--- config.mk ---
export PLATFORM = sky130hd
export DESIGN_NAME = timer_frontend
export DESIGN_NICKNAME = d
export VERILOG_FILES = /design/src/timer_frontend_pkg.sv /design/src/timer_frontend.sv
export SDC_FILE = /design/constraint.sdc
export NUM_CORES = 1
export LEC_CHECK = 0
export BUFFER_PORTS_ARGS = -buffer_cell sky130_fd_sc_hd__buf_2
export CAP_MARGIN = 20
export CORE_ASPECT_RATIO = 0.8
export CORE_MARGIN = 2
export CORE_UTILIZATION = 42
export DETAILED_ROUTE_END_ITERATION = 7
export PLACE_DENSITY = 0.57
export SYNTH_ARGS = -nofsm -noshare
export SYNTH_HDL_FRONTEND = slang
export SYNTH_SLANG_ARGS = --single-unit
--- constraint.sdc ---
create_clock -name mclk -period 32.2 [get_ports mclk]
set_input_delay 3.22 -clock mclk [delete_from_list [all_inputs] [get_ports mclk]]
set_output_delay 3.22 -clock mclk [all_outputs]
set_load 0.03 [all_outputs]
--- src/timer_frontend_pkg.sv ---
/*
  Constants shared by the timer front end: register map, field positions,
  reset values, clock-select and pin-function encodings, prescaler counts.
  Assumes an 8-bit register port with one byte per address.
*/
package timer_frontend_pkg;
  localparam int ADDR_W = 8;
  localparam int DATA_W = 8;
  localparam int NUM_TIMERS = 4;
  localparam int CNT_W = 16;

  // Per-timer register block: timer n sits at n * TIMER_STRIDE
  localparam logic [7:0] TIMER_STRIDE = 8'h10;
  localparam logic [3:0] CTRL0_OFF = 4'h0;
  localparam logic [3:0] CTRL1_OFF = 4'h1;
  localparam logic [3:0] CNT_LO_OFF = 4'h2;
  localparam logic [3:0] CNT_HI_OFF = 4'h3;
  localparam logic [3:0] CMPA_LO_OFF = 4'h4;
  localparam logic [3:0] CMPA_HI_OFF = 4'h5;
  localparam logic [3:0] CMPP_LO_OFF = 4'h6;
  localparam logic [3:0] CMPP_HI_OFF = 4'h7;
  localparam logic [7:0] INPUT_SEL_OFF = 8'h40;

  // Control register 0 fields
  localparam int PAUSE_BIT = 7;
  localparam int CLKSEL_LSB = 4;
  localparam int ON_BIT = 3;
  localparam logic [7:0] CTRL0_MASK = 8'hf8;
  // Control register 1 fields
  localparam int MODE_LSB = 6;
  localparam int PINFN_LSB = 4;
  localparam int INIT_BIT = 3;
  localparam int CAP_FROM_CLK_BIT = 2;
  localparam int CLR_ON_A_BIT = 0;
  // Input select register
  localparam logic [7:0] INPUT_SEL_MASK = 8'h0f;

  localparam logic [7:0] CTRL0_RST = 8'h00;
  localparam logic [7:0] CTRL1_RST = 8'h00;
  localparam logic [3:0] INPUT_SEL_RST = 4'h0;
  localparam logic [15:0] CNT_RST = 16'h0000;

  localparam int SYS_DIV = 4;
  localparam int HIGH_DIV_A = 16;
  localparam int HIGH_DIV_B = 64;

  typedef enum logic [2:0] {
    CK_SYS_DIV4 = 3'b000,
    CK_SYS = 3'b001,
    CK_HIGH_DIV16 = 3'b010,
    CK_HIGH_DIV64 = 3'b011,
    CK_SUB_A = 3'b100,
    CK_SUB_B = 3'b101,
    CK_EXT_RISE = 3'b110,
    CK_EXT_FALL = 3'b111
  } clk_sel_t;

  typedef enum logic [1:0] {
    MODE_COMPARE = 2'b00,
    MODE_CAPTURE = 2'b01,
    MODE_PWM = 2'b10,
    MODE_TIMER = 2'b11
  } timer_mode_t;

  typedef enum logic [1:0] {
    FN_00 = 2'b00,
    FN_01 = 2'b01,
    FN_10 = 2'b10,
    FN_11 = 2'b11
  } pin_fn_t;
endpackage

--- src/timer_frontend.sv ---
/*
  Common front end of four timers (0 standard, 1..3 periodic): capture routing,
  clock selection, capture edges, match events, output pins, byte-buffered pairs.
  Assumes synchronous pins, one-cycle tick pulses, never read and write together.
*/
// The strobed register port and the register addresses were chosen for this implementation.
`timescale 1ns/10ps
`default_nettype none
module timer_frontend (
  input wire logic mclk, // System clock
  input wire logic rst, // Asynchronous reset, active high
  input wire logic [timer_frontend_pkg::ADDR_W-1:0] addr, // Register address
  input wire logic [timer_frontend_pkg::DATA_W-1:0] wdata, // Write data
  input wire logic wr, // Write strobe
  input wire logic rd, // Read strobe
  output logic [timer_frontend_pkg::DATA_W-1:0] rdata, // Read data, cycle after rd
  input wire logic high_clk_tick, // Internal high clock enable pulse
  input wire logic sub_clk_tick, // Sub clock enable pulse
  input wire logic port_a4, // Standard capture pin, choice 0
  input wire logic port_b4, // Standard capture pin, choice 1
  input wire logic port_a5, // Periodic 0 capture pin, choice 0
  input wire logic port_d5, // Periodic 0 capture pin, choice 1
  input wire logic port_d7, // Periodic 1 capture pin, choice 0
  input wire logic port_d1, // Periodic 1 capture pin, choice 1
  input wire logic port_d6, // Periodic 2 capture pin, choice 0
  input wire logic port_d0, // Periodic 2 capture pin, choice 1
  input wire logic standard_ext_clock_in, // Standard timer external clock
  input wire logic [2:0] periodic_ext_clock_pin, // Periodic timers external clocks
  output logic [timer_frontend_pkg::NUM_TIMERS-1:0] timer_output_pin, // Output pins
  output logic [timer_frontend_pkg::NUM_TIMERS-1:0] match_a_irq, // Match A or capture event pulse
  output logic [timer_frontend_pkg::NUM_TIMERS-1:0] match_p_irq // Match P event pulse
);
  import timer_frontend_pkg::*;

  function automatic logic pick_tick(input logic [2:0] sel, input logic s4, input logic h16,
                                     input logic h64, input logic sb, input logic er,
                                     input logic ef);
    logic t;
    t = 1'b0;
    case (sel)
      CK_SYS_DIV4: t = s4;
      CK_SYS: t = 1'b1;
      CK_HIGH_DIV16: t = h16;
      CK_HIGH_DIV64: t = h64;
      CK_SUB_A, CK_SUB_B: t = sb;
      CK_EXT_RISE: t = er;
      default: t = ef;
    endcase
    return t;
  endfunction

  logic [3:0] insel_q;
  logic [1:0] sys_div_q;
  logic [5:0] high_div_q;
  logic [DATA_W-1:0] rdata_d;
  logic [7:0] ctrl0_q [NUM_TIMERS];
  logic [7:0] ctrl1_q [NUM_TIMERS];
  logic [CNT_W-1:0] cnt_q [NUM_TIMERS];
  logic [CNT_W-1:0] cmpa_q [NUM_TIMERS];
  logic [CNT_W-1:0] cmpp_q [NUM_TIMERS];
  logic [7:0] bufd_q [NUM_TIMERS];
  logic [7:0] bufa_q [NUM_TIMERS];
  logic [7:0] bufp_q [NUM_TIMERS];
  logic out_q [NUM_TIMERS];
  logic match_a_w [NUM_TIMERS];
  logic cap_w [NUM_TIMERS];
  logic on_rise_w [NUM_TIMERS];
  wire logic [NUM_TIMERS-1:0] cap_src;
  wire logic [NUM_TIMERS-1:0] ext_pin;
  wire logic sys4_tick;
  wire logic h16_tick;
  wire logic h64_tick;
  assign cap_src[0] = insel_q[0] ? port_b4 : port_a4;
  assign cap_src[1] = insel_q[1] ? port_d5 : port_a5;
  assign cap_src[2] = insel_q[2] ? port_d1 : port_d7;
  assign cap_src[3] = insel_q[3] ? port_d0 : port_d6;
  assign ext_pin = {periodic_ext_clock_pin, standard_ext_clock_in};

  // Prescalers: system clock / 4, high clock / 16 and / 64
  assign sys4_tick = (sys_div_q == 2'(SYS_DIV - 1));
  assign h16_tick = high_clk_tick && (high_div_q[3:0] == 4'(HIGH_DIV_A - 1));
  assign h64_tick = high_clk_tick && (high_div_q == 6'(HIGH_DIV_B - 1));

  always_ff @(posedge mclk or posedge rst) begin
    if (rst) begin
      sys_div_q <= 2'h0;
      high_div_q <= 6'h00;
    end else begin
      sys_div_q <= sys_div_q + 2'h1;
      if (high_clk_tick) begin
        high_div_q <= high_div_q + 6'h01;
      end
    end
  end
  always_ff @(posedge mclk or posedge rst) begin
    if (rst) begin
      insel_q <= INPUT_SEL_RST;
    end else if (wr && addr == INPUT_SEL_OFF) begin
      insel_q <= wdata[3:0];
    end
  end

  // Read decode; the low half of each pair is read from its byte buffer, the high half directly
  always_comb begin
    rdata_d = 8'h00;
    if (addr == INPUT_SEL_OFF) begin
      rdata_d = {4'h0, insel_q} & INPUT_SEL_MASK;
    end else if (addr[7:6] == 2'b00 && addr[3] == 1'b0) begin
      if (addr[2:0] == CTRL0_OFF[2:0]) begin
        rdata_d = ctrl0_q[addr[5:4]] & CTRL0_MASK;
      end else if (addr[2:0] == CTRL1_OFF[2:0]) begin
        rdata_d = ctrl1_q[addr[5:4]];
      end else if (addr[2:0] == CNT_LO_OFF[2:0]) begin
        rdata_d = bufd_q[addr[5:4]];
      end else if (addr[2:0] == CNT_HI_OFF[2:0]) begin
        rdata_d = cnt_q[addr[5:4]][15:8];
      end else if (addr[2:0] == CMPA_LO_OFF[2:0]) begin
        rdata_d = bufa_q[addr[5:4]];
      end else if (addr[2:0] == CMPA_HI_OFF[2:0]) begin
        rdata_d = cmpa_q[addr[5:4]][15:8];
      end else if (addr[2:0] == CMPP_LO_OFF[2:0]) begin
        rdata_d = bufp_q[addr[5:4]];
      end else begin
        rdata_d = cmpp_q[addr[5:4]][15:8];
      end
    end
  end

  always_ff @(posedge mclk or posedge rst) begin
    if (rst) begin
      rdata <= 8'h00;
    end else if (rd) begin
      rdata <= rdata_d;
    end else begin
      rdata <= 8'h00;
    end
  end

  // One slice per timer; all four share the same behaviour except that timer 0 cannot capture from its clock pin
  for (genvar i = 0; i < NUM_TIMERS; i++) begin : g_tmr
    logic ext_prev_q;
    logic cap_prev_q;
    logic on_prev_q;
    logic pulse_q;
    wire logic [7:0] base = 8'(i * TIMER_STRIDE);
    wire logic sel = (addr[7:4] == base[7:4]);
    wire logic wr_hit = wr && sel;
    wire logic rd_hit = rd && sel;
    wire logic [1:0] mode = ctrl1_q[i][MODE_LSB +: 2];
    wire logic [1:0] pin_fn = ctrl1_q[i][PINFN_LSB +: 2];
    wire logic init_lvl = ctrl1_q[i][INIT_BIT];
    wire logic run = ctrl0_q[i][ON_BIT] && !ctrl0_q[i][PAUSE_BIT];
    wire logic ext_rise = ext_pin[i] && !ext_prev_q;
    wire logic ext_fall = !ext_pin[i] && ext_prev_q;
    wire logic tick = run && pick_tick(ctrl0_q[i][CLKSEL_LSB +: 3], sys4_tick, h16_tick,
                                       h64_tick, sub_clk_tick, ext_rise, ext_fall);
    wire logic hit_a = tick && (cnt_q[i] == cmpa_q[i]);
    wire logic hit_p = tick && (cnt_q[i] == cmpp_q[i]);
    wire logic clr = ctrl1_q[i][CLR_ON_A_BIT] ? hit_a : hit_p;
    wire logic trig_sel = (i > 0) && ctrl1_q[i][CAP_FROM_CLK_BIT];
    wire logic cap_now = trig_sel ? ext_pin[i] : cap_src[i];
    wire logic cap_rise = cap_now && !cap_prev_q;
    wire logic cap_fall = !cap_now && cap_prev_q;
    wire logic cap_edge = (pin_fn == FN_00) ? cap_rise :
                          (pin_fn == FN_01) ? cap_fall :
                          (pin_fn == FN_10) ? (cap_rise || cap_fall) : 1'b0;
    wire logic capture = run && (mode == MODE_CAPTURE) && cap_edge;
    assign match_a_w[i] = hit_a;
    assign cap_w[i] = capture;
    assign on_rise_w[i] = ctrl0_q[i][ON_BIT] && !on_prev_q;
    assign timer_output_pin[i] = out_q[i];
    always_ff @(posedge mclk or posedge rst) begin
      if (rst) begin
        ctrl0_q[i] <= CTRL0_RST;
        ctrl1_q[i] <= CTRL1_RST;
        cmpa_q[i] <= CNT_RST;
        cmpp_q[i] <= CNT_RST;
        bufd_q[i] <= 8'h00;
        bufa_q[i] <= 8'h00;
        bufp_q[i] <= 8'h00;
      end else begin
        if (wr_hit && addr[3:0] == CTRL0_OFF) begin
          ctrl0_q[i] <= wdata & CTRL0_MASK;
        end
        if (wr_hit && addr[3:0] == CTRL1_OFF) begin
          ctrl1_q[i] <= wdata;
        end
        if (wr_hit && addr[3:0] == CMPA_LO_OFF) begin
          bufa_q[i] <= wdata;
        end else if (rd_hit && addr[3:0] == CMPA_HI_OFF) begin
          bufa_q[i] <= cmpa_q[i][7:0];
        end
        if (capture) begin
          cmpa_q[i] <= cnt_q[i];
        end else if (wr_hit && addr[3:0] == CMPA_HI_OFF) begin
          cmpa_q[i] <= {wdata, bufa_q[i]};
        end
        if (wr_hit && addr[3:0] == CMPP_LO_OFF) begin
          bufp_q[i] <= wdata;
        end else if (rd_hit && addr[3:0] == CMPP_HI_OFF) begin
          bufp_q[i] <= cmpp_q[i][7:0];
        end
        if (wr_hit && addr[3:0] == CMPP_HI_OFF) begin
          cmpp_q[i] <= {wdata, bufp_q[i]};
        end
        if (rd_hit && addr[3:0] == CNT_HI_OFF) begin
          bufd_q[i] <= cnt_q[i][7:0];
        end
      end
    end
    // Counter, edge history and output pin
    always_ff @(posedge mclk or posedge rst) begin
      if (rst) begin
        cnt_q[i] <= CNT_RST;
        ext_prev_q <= 1'b0;
        cap_prev_q <= 1'b0;
        on_prev_q <= 1'b0;
        pulse_q <= 1'b0;
        out_q[i] <= 1'b0;
        match_a_irq[i] <= 1'b0;
        match_p_irq[i] <= 1'b0;
      end else begin
        ext_prev_q <= ext_pin[i];
        cap_prev_q <= cap_now;
        on_prev_q <= ctrl0_q[i][ON_BIT];
        match_a_irq[i] <= hit_a || capture;
        match_p_irq[i] <= hit_p;
        if (on_rise_w[i]) begin
          cnt_q[i] <= CNT_RST;
        end else if (tick) begin
          cnt_q[i] <= clr ? CNT_RST : cnt_q[i] + 16'h0001;
        end
        if (on_rise_w[i]) begin
          out_q[i] <= init_lvl;
          pulse_q <= 1'b0;
        end else if (mode == MODE_COMPARE && hit_a) begin
          case (pin_fn)
            FN_01: out_q[i] <= 1'b0;
            FN_10: out_q[i] <= 1'b1;
            FN_11: out_q[i] <= !out_q[i];
            default: out_q[i] <= out_q[i];
          endcase
        end else if (mode == MODE_PWM) begin
          case (pin_fn)
            FN_00: out_q[i] <= init_lvl;
            FN_01: out_q[i] <= !init_lvl;
            FN_10: out_q[i] <= (cnt_q[i] < cmpa_q[i]) ? !init_lvl : init_lvl;
            default: begin
              if (ctrl0_q[i][ON_BIT] && ext_rise && !pulse_q) begin
                pulse_q <= 1'b1;
                out_q[i] <= !init_lvl;
              end else if (pulse_q && hit_a) begin
                pulse_q <= 1'b0;
                out_q[i] <= init_lvl;
              end
            end
          endcase
        end
      end
    end
  end

  property p_insel_upper_zero;
    @(posedge mclk) disable iff (rst)
    (rd && addr == INPUT_SEL_OFF) |=> (rdata[7:4] == 4'h0 && rdata[3:0] == insel_q);
  endproperty
  a_insel_upper_zero: assert property (p_insel_upper_zero) else $error("select upper bits not zero");
  property p_std_route;
    @(posedge mclk) disable iff (rst)
    $changed(port_b4) && insel_q[0] |-> cap_src[0] == port_b4;
  endproperty
  a_std_route: assert property (p_std_route) else $error("standard capture route wrong");
  property p_p0_route;
    @(posedge mclk) disable iff (rst)
    !insel_q[1] |-> cap_src[1] == port_a5;
  endproperty
  a_p0_route: assert property (p_p0_route) else $error("periodic capture route wrong");
  property p_low_write_buffered;
    @(posedge mclk) disable iff (rst)
    (wr && addr == {4'h0, CMPA_LO_OFF} && !cap_w[0]) |=> cmpa_q[0] == $past(cmpa_q[0]);
  endproperty
  a_low_write_buffered: assert property (p_low_write_buffered) else $error("low write hit compare");
  property p_high_write_pair;
    @(posedge mclk) disable iff (rst)
    (wr && addr == {4'h0, CMPA_LO_OFF}) ##1 (wr && addr == {4'h0, CMPA_HI_OFF} && !cap_w[0])
      |=> cmpa_q[0] == {$past(wdata), $past(wdata, 2)};
  endproperty
  a_high_write_pair: assert property (p_high_write_pair) else $error("pair write wrong");
  property p_high_read_latch;
    @(posedge mclk) disable iff (rst)
    (rd && addr == {4'h0, CNT_HI_OFF}) ##1 (rd && addr == {4'h0, CNT_LO_OFF})
      |=> rdata == $past(cnt_q[0][7:0], 2);
  endproperty
  a_high_read_latch: assert property (p_high_read_latch) else $error("low read not buffered");
  property p_match_event;
    @(posedge mclk) disable iff (rst)
    match_a_w[2] |=> match_a_irq[2] ##1 (!match_a_irq[2] || $past(match_a_w[2] || cap_w[2]));
  endproperty
  a_match_event: assert property (p_match_event) else $error("match A event lost");
  property p_toggle;
    @(posedge mclk) disable iff (rst)
    (ctrl1_q[2][7:4] == 4'b0011 && match_a_w[2] && !on_rise_w[2])
      |=> timer_output_pin[2] != $past(timer_output_pin[2]);
  endproperty
  a_toggle: assert property (p_toggle) else $error("toggle on match failed");
  property p_sys_div4;
    @(posedge mclk) disable iff (rst)
    sys4_tick |=> !sys4_tick [*3] ##1 sys4_tick;
  endproperty
  a_sys_div4: assert property (p_sys_div4) else $error("system divide by 4 wrong");
  property p_capture_off;
    @(posedge mclk) disable iff (rst)
    (ctrl1_q[1][7:4] == 4'b0111) |-> !cap_w[1] ##1 !match_a_irq[1] || $past(match_a_w[1]);
  endproperty
  a_capture_off: assert property (p_capture_off) else $error("capture while disabled");
endmodule
`default_nettype wire

# After elaboration in Yosys (flattened, before gate mapping)

Cells that the tools add are included.

Bitwise gates (word level): 2
Add/subtract/negate cells: 6
$lt $le $gt $ge: 5
Eq/ne operators: 83
Multiplexer cells: 153
Reductions and logical operators: 216

Operator list:

| cell                                                                   | count |
|---|---|
| 16-bit 2-to-1 mux                                                      | 26 |
| 8-bit 2-to-1 mux                                                       | 36 |
| 16-bit equality test                                                   | 8 |
| 1-bit logical AND                                                      | 108 |
| 16-bit binary-select mux with 2-bit select                             | 3 |
| 8-bit binary-select mux with 2-bit select                              | 5 |
| 1-bit 2-to-1 mux                                                       | 71 |
| 16-bit by 1-bit adder with 16-bit output (second input constant)       | 4 |
| 16-bit less-than comparator                                            | 4 |
| 3-bit equality test (second input constant)                            | 15 |
| 2-bit nonzero test                                                     | 20 |
| 1-bit logical NOT                                                      | 36 |
| 3-bit by 2-bit equality test with 1-bit output (second input constant) | 10 |
| 7-bit nonzero test                                                     | 4 |
| 2-bit equality test (second input constant)                            | 13 |
| 1-bit one-hot mux with 3 select lines                                  | 8 |
| 1-bit one-hot mux with 6 select lines                                  | 4 |
| 3-bit nonzero test                                                     | 8 |
| 5-bit by 4-bit != test with 1-bit output (second input constant)       | 4 |
| 2-bit logical NOT                                                      | 9 |
| 2-bit by 1-bit equality test with 1-bit output (second input constant) | 8 |
| 4-bit by 3-bit equality test with 1-bit output (second input constant) | 4 |
| 4-bit AND reduction                                                    | 4 |
| 3-bit by 1-bit equality test with 1-bit output (second input constant) | 5 |
| other kinds (18)                                                       | 48 |

Word-level logic and storage cells: 529
Input port bits: 34
Output and inout bits: 20
Register bits: 388

# Depth between registers and ports, before layout

Word-level depth: 14
Gate-level depth with buffers: 12
Gate-level depth less buffers: 10

# Least setup slack after synthesis

Ideal clock, no wire load.

Path type: input-to-reg
From: input port port_d1
To: register cmpa_q[16] in the netlist's numbering
Stages on the path: 12
Required time: 32.063 ns
Data arrival time: 5.087 ns
Library setup time: 0.137 ns
Path buffers: 2
Setup slack: 26.976 ns
Cell sequence: mux2i_1 o21a_1 ha_1 nor2_1 a22oi_1 nor2_1 a21oi_1 or4b_2 clkbuf_1 clkbuf_1 nor2_1 a21oi_1

Word-level cells in the longest chain between the ends: 10
Elaborated cells on any way between the ends: 12
Classes of those cells: mux: 6; reduce/logical: 6

RTL lines:

| item                                                    | line                  | RTL |
|---|---|---|
| from (decl)                                             | timer_frontend.sv:24  | `input wire logic port_d1,` |
| 1-bit 2-to-1 mux (*)                                    | timer_frontend.sv:75  | `assign cap_src[2] = insel_q[2] ? port_d1 : port_d7;` |
| 1-bit 2-to-1 mux (*)                                    | timer_frontend.sv:161 | `wire logic cap_now = trig_sel ? ext_pin[i] : cap_src[i];` |
| 1-bit logical NOT                                       | timer_frontend.sv:163 | `wire logic cap_fall = !cap_now && cap_prev_q;` |
| 1-bit logical AND                                       | timer_frontend.sv:163 |  |
| 1-bit logical OR                                        | timer_frontend.sv:166 | `(pin_fn == FN_10) ? (cap_rise \|\| cap_fall) : 1'b0;` |
| 1-bit 2-to-1 mux                                        | timer_frontend.sv:166 |  |
| 1-bit 2-to-1 mux                                        | timer_frontend.sv:165 | `(pin_fn == FN_01) ? cap_fall :` |
| 1-bit 2-to-1 mux (*)                                    | timer_frontend.sv:164 | `wire logic cap_edge = (pin_fn == FN_00) ? cap_rise :` |
| 1-bit logical AND (*)                                   | timer_frontend.sv:167 | `wire logic capture = run && (mode == MODE_CAPTURE) && cap_edge;` |
| 16-bit 2-to-1 mux or 2-bit nonzero test (tied branches) | n/a                   |  |
| to (signal, indexed assignment)                         | timer_frontend.sv:194 | `cmpa_q[i] <= cnt_q[i];` |
| to (signal, indexed assignment)                         | timer_frontend.sv:196 | `cmpa_q[i] <= {wdata, bufa_q[i]};` |
| to (decl)                                               | timer_frontend.sv:59  | `logic [CNT_W-1:0] cmpa_q [NUM_TIMERS];` |

Every way passes the cells marked *; elsewhere a longest branch is shown, timed or not.
A chain may end at the register's enable or synchronous reset.

# Worst setup path in the final report

From: input port addr[5] in the netlist's numbering
To: register cmpa_q[19] in the netlist's numbering

Word-level cells in the longest chain between the ends: 4

RTL lines:

| item                                           | line                  | RTL |
|---|---|---|
| from (decl)                                    | timer_frontend.sv:12  | `input wire logic [timer_frontend_pkg::ADDR_W-1:0] addr,` |
| 4-bit by 2-bit equality test with 1-bit output | timer_frontend.sv:146 | `wire logic sel = (addr[7:4] == base[7:4]);` |
| 1-bit logical AND                              | timer_frontend.sv:147 | `wire logic wr_hit = wr && sel;` |
| 1-bit logical AND                              | timer_frontend.sv:195 | `end else if (wr_hit && addr[3:0] == CMPA_HI_OFF) begin` |
| 2-bit nonzero test (no line)                   | n/a                   |  |

Every way passes these cells.

==> run metrics <==
run status completed; highest cell delay on the worst timing path 740 ps; crit path max fanout 65; total number of nets in the final design between 2000 and 2500; initial core utilization between 40% and 50%; top cell type by total area after synthesis dfrtp_1; actual transition at the worst max-transition pin 1109 ps; dpl hpwl around 56000 um; total clock buffers created by CTS 42; CTS clock-pin slew for the worst setup and hold paths 60 ps; Final Max Tran Viols 0; Unique masters post-synth ~90; max capacitance violation total 0; Post-CTS Repair Setup Buffers 0; global-route usage over all layers 28.21%; ANT nets after route 0; clock period minus final worst setup slack about 5500 ps; Internal Pwr Total slightly below 0.9 mW; vias in the first global route approximately 17000; Post-Route WL 77830 um; IO buf count 53; Final setup violation count 0; number of hold violations in the final report 0; die height 211.4 um; maximum clock skew at final layout 18.33 ps; CTS tree done; clock latency of the later-clocked register in the worst-skew pair 580 ps; Placer Congestion 0.9578; crit start category input port; vias per inst 6.136; power per unit of standard cell area 49.11 mW/mm^2; I/O pin total 54; Combinational Power Share approximately 13%; via count of the routed design 17830; highest ir drop seen on vdd 0.04260 mV; sequential power share between 40% and 50%; critical path start-end classification in2reg; maximum number of pins on one net before global-route repair 116; gr ovfl total 0; number of core rows between 70 and 80; # clock sinks 388; post-cts sizing count 0; H-Tree Depth 2; Max stage delay cell, worst path nand2_1; Fin Hold WS between 400 and 500 ps; first-pass GRT wire length 115800 um; net count after synthesis 2306; count of buffer and inverter cells on the critical path 2; switching power as a share of total power between 20 and 30%; leading cell types by total area after synthesis dfrtp_1 43%, mux2_2 7.9%, mux2i_1 5.7%; worst hold path type reg2reg; CTS Root Cell clkbuf_16; core outline area 0.05274 mm^2; worst-case headroom to the max-slew limit 25.87%; Longest Clk Path Bufs 3; number of iterations in the first detailed-routing pass 5; share of the core filled with cells 47.28%; number of antenna violations at the first check in global routing 5; YS warnings 0; die outline area ~0.056 mm^2; switching power of the nets 0.3478 mW; total of hold buffers inserted after clock tree synthesis 0; synthesized area per cell 10.39 um^2; post-route fraction of the period consumed by the critical path 17.13%; cell family contributing the most delay on the critical path simple AND/OR/NAND/NOR gates; LEAKAGE between 10 and 15 nW; Required @ worst endpoint 32610 ps; worst-path cell chain buf_2, buf_4, nand2b_1, nor2_1, nand2_1, mux2i_1, a21oi_1; data arrival time of the critical path 5930 ps; layout overhead on the synthesized area 10.40%; cell with the most instances after synthesis dfrtp_1; Post-Syn Area 0.02259 mm^2; setup repair after global routing missed its margin no; portion of synthesized cell area occupied by the leading cell type 42.99%; fraction of layout instances using a drive strength above 1 approximately 18%; most instantiated flip-flop cell in the synthesis netlist dfrtp_1; number of design-rule violations left by the first detailed-router iteration 1933; number of synthesized register bits 388; EDFF count, synth 0; endpoint class of the critical path flip-flop; ys async rst share 100.0%; total negative setup slack 0 ps; total DRC errors in the routed layout 0; maximum operating frequency 181.3 MHz; cell types with the highest counts after synthesis 388 x dfrtp_1, 223 x a21oi_1, 205 x nor2_1; portion of the post-synthesis area used by sequential elements 42.99%; share of total power in the clock network between 40% and 50%; per-cell routed wire length roughly 27 um; cells after synthesis between 2000 and 2500; horizontal extent of the die 263.3 um
==> power by group through the flow <==
stage	sequential (mW)	combinational, mW	clock [mW]
after CTS	0.556	0.157	0.515
after floorplan	0.548	0.107	0
after global routing	0.560	0.173	0.535
after global placement	0.564	0.153	0
after detailed placement	0.565	0.156	0
final	0.558	0.158	0.509
==> kinds of logic after synthesis <==
family / Yosys count / synth area share (%)
simple gates: 593 / 13.20
flops: 388 / 42.99
xor+xnor: 73 / 2.831
fa+ha+maj: 98 / 5.429
buf+inv: 226 / 4.000
compound gates: 452 / 12.28
mux: 344 / 19.28
==> worst paths after layout <==
path	start	to	slack [ps]	cells past startpoint
max in group asynchronous	rst	cnt_q[22]$_DFFE_PP0P_	27070	4
setup reg to reg	cnt_q[41]$_DFFE_PP0P_	timer_output_pin[1]$_DFFE_PP0P_	28770	8
setup / recovery	addr[5]	cmpa_q[19]$_DFFE_PP0P_	26690	7
hold / removal	sys_div_q[0]$_DFF_PP0_	sys_div_q[0]$_DFF_PP0_	430	1
min in group asynchronous	rst	g_tmr[0].pulse_q$_DFFE_PP0P_	2810	2
hold reg to reg	sys_div_q[0]$_DFF_PP0_	sys_div_q[0]$_DFF_PP0_	430	1
==> flip-flops by register name, indices dropped and copies added, names as in the netlist <==
| name | flops |
|---|---|
| ctrl1_q | 32 |
| cmpa_q | 64 |
| g_tmr.pulse_q | 4 |
| cnt_q | 64 |
| bufp_q | 32 |
| g_tmr.on_prev_q | 4 |
| sys_div_q | 2 |
| ctrl0_q | 20 |
| match_a_irq | 4 |
| insel_q | 4 |
| bufd_q | 32 |
| high_div_q | 6 |
| cmpp_q | 64 |
| timer_output_pin | 4 |
| g_tmr.ext_prev_q | 4 |
| match_p_irq | 4 |
| g_tmr.cap_prev_q | 4 |
| bufa_q | 32 |
| rdata | 8 |
==> routing by layer <==
metal / routed length, um / up-vias / track usage [%]
met2: 32420 / 792 / 40.52
li1: - / 7880 / -
met4: 2014 / 4 / 7.901
met1: 35480 / 9039 / 42.12
met3: 7892 / 116 / 6.816
met5: 25 / - / 0
==> cell type report <==
type | count | area, um^2
Multi-Input combinational cell | 1560 | 11980
Tap cell | 693 | 867.1
Inverter | 100 | 382.9
Antenna cell | 2 | 5.005
Timing Repair Buffer | 90 | 565.5
Clock inverter | 10 | 130.1
Fill cell | 4818 | 27800
Sequential cell | 388 | 9709
Clock buffer | 63 | 1294
==> through the flow <==
step	power (mW)	area [um^2]	std cells	setup WS [ps]
after global placement	0.7174	23470	2828	26030
after floorplan	0.6548	22590	2174	18200
final	1.225	24940	2906	26690
after global routing	1.269	24930	2904	26560
after detailed placement	0.7216	23470	2828	25970
after CTS	1.228	24890	2901	26570
==> worst reg2reg max path: cells and delay by family, from the launching register on <==
kind | cells | cell delay [ps]
and+or+nand+nor | 6 | 2030
DFF | 1 | 590
adders and majority gates | 1 | 420
muxes | 1 | 280
==> cells in the final DEF, fill, tap and decap left out, drive strengths merged, types with 7 or more instances in the layout <==
cell type  netlist  routed
a22oi            7       7
o211ai           7       7
xor2            59      59
nor3            32      32
buf             34      90
nor2b           30      30
nand4           25      25
a211oi          12      12
nor4            34      34
mux2i          129     129
and3            22      22
a21oi          223     223
a22o            23      23
inv            100     100
nand3           34      34
ha              98      98
nor3b           14      14
nor2           209     209
or2              7       7
mux2           158     158
o21a             8       8
a21o            19      19
nand2          120     120
nand2b          24      24
dfrtp          388     388
mux4            57      57
o31ai            7       7
clkbuf          92      63
xnor2           14      14
a221oi           7       7
o21ai           73      73
or3              7       7
a31oi           17      17
Note: power is estimated with default switching activity, not from simulation.
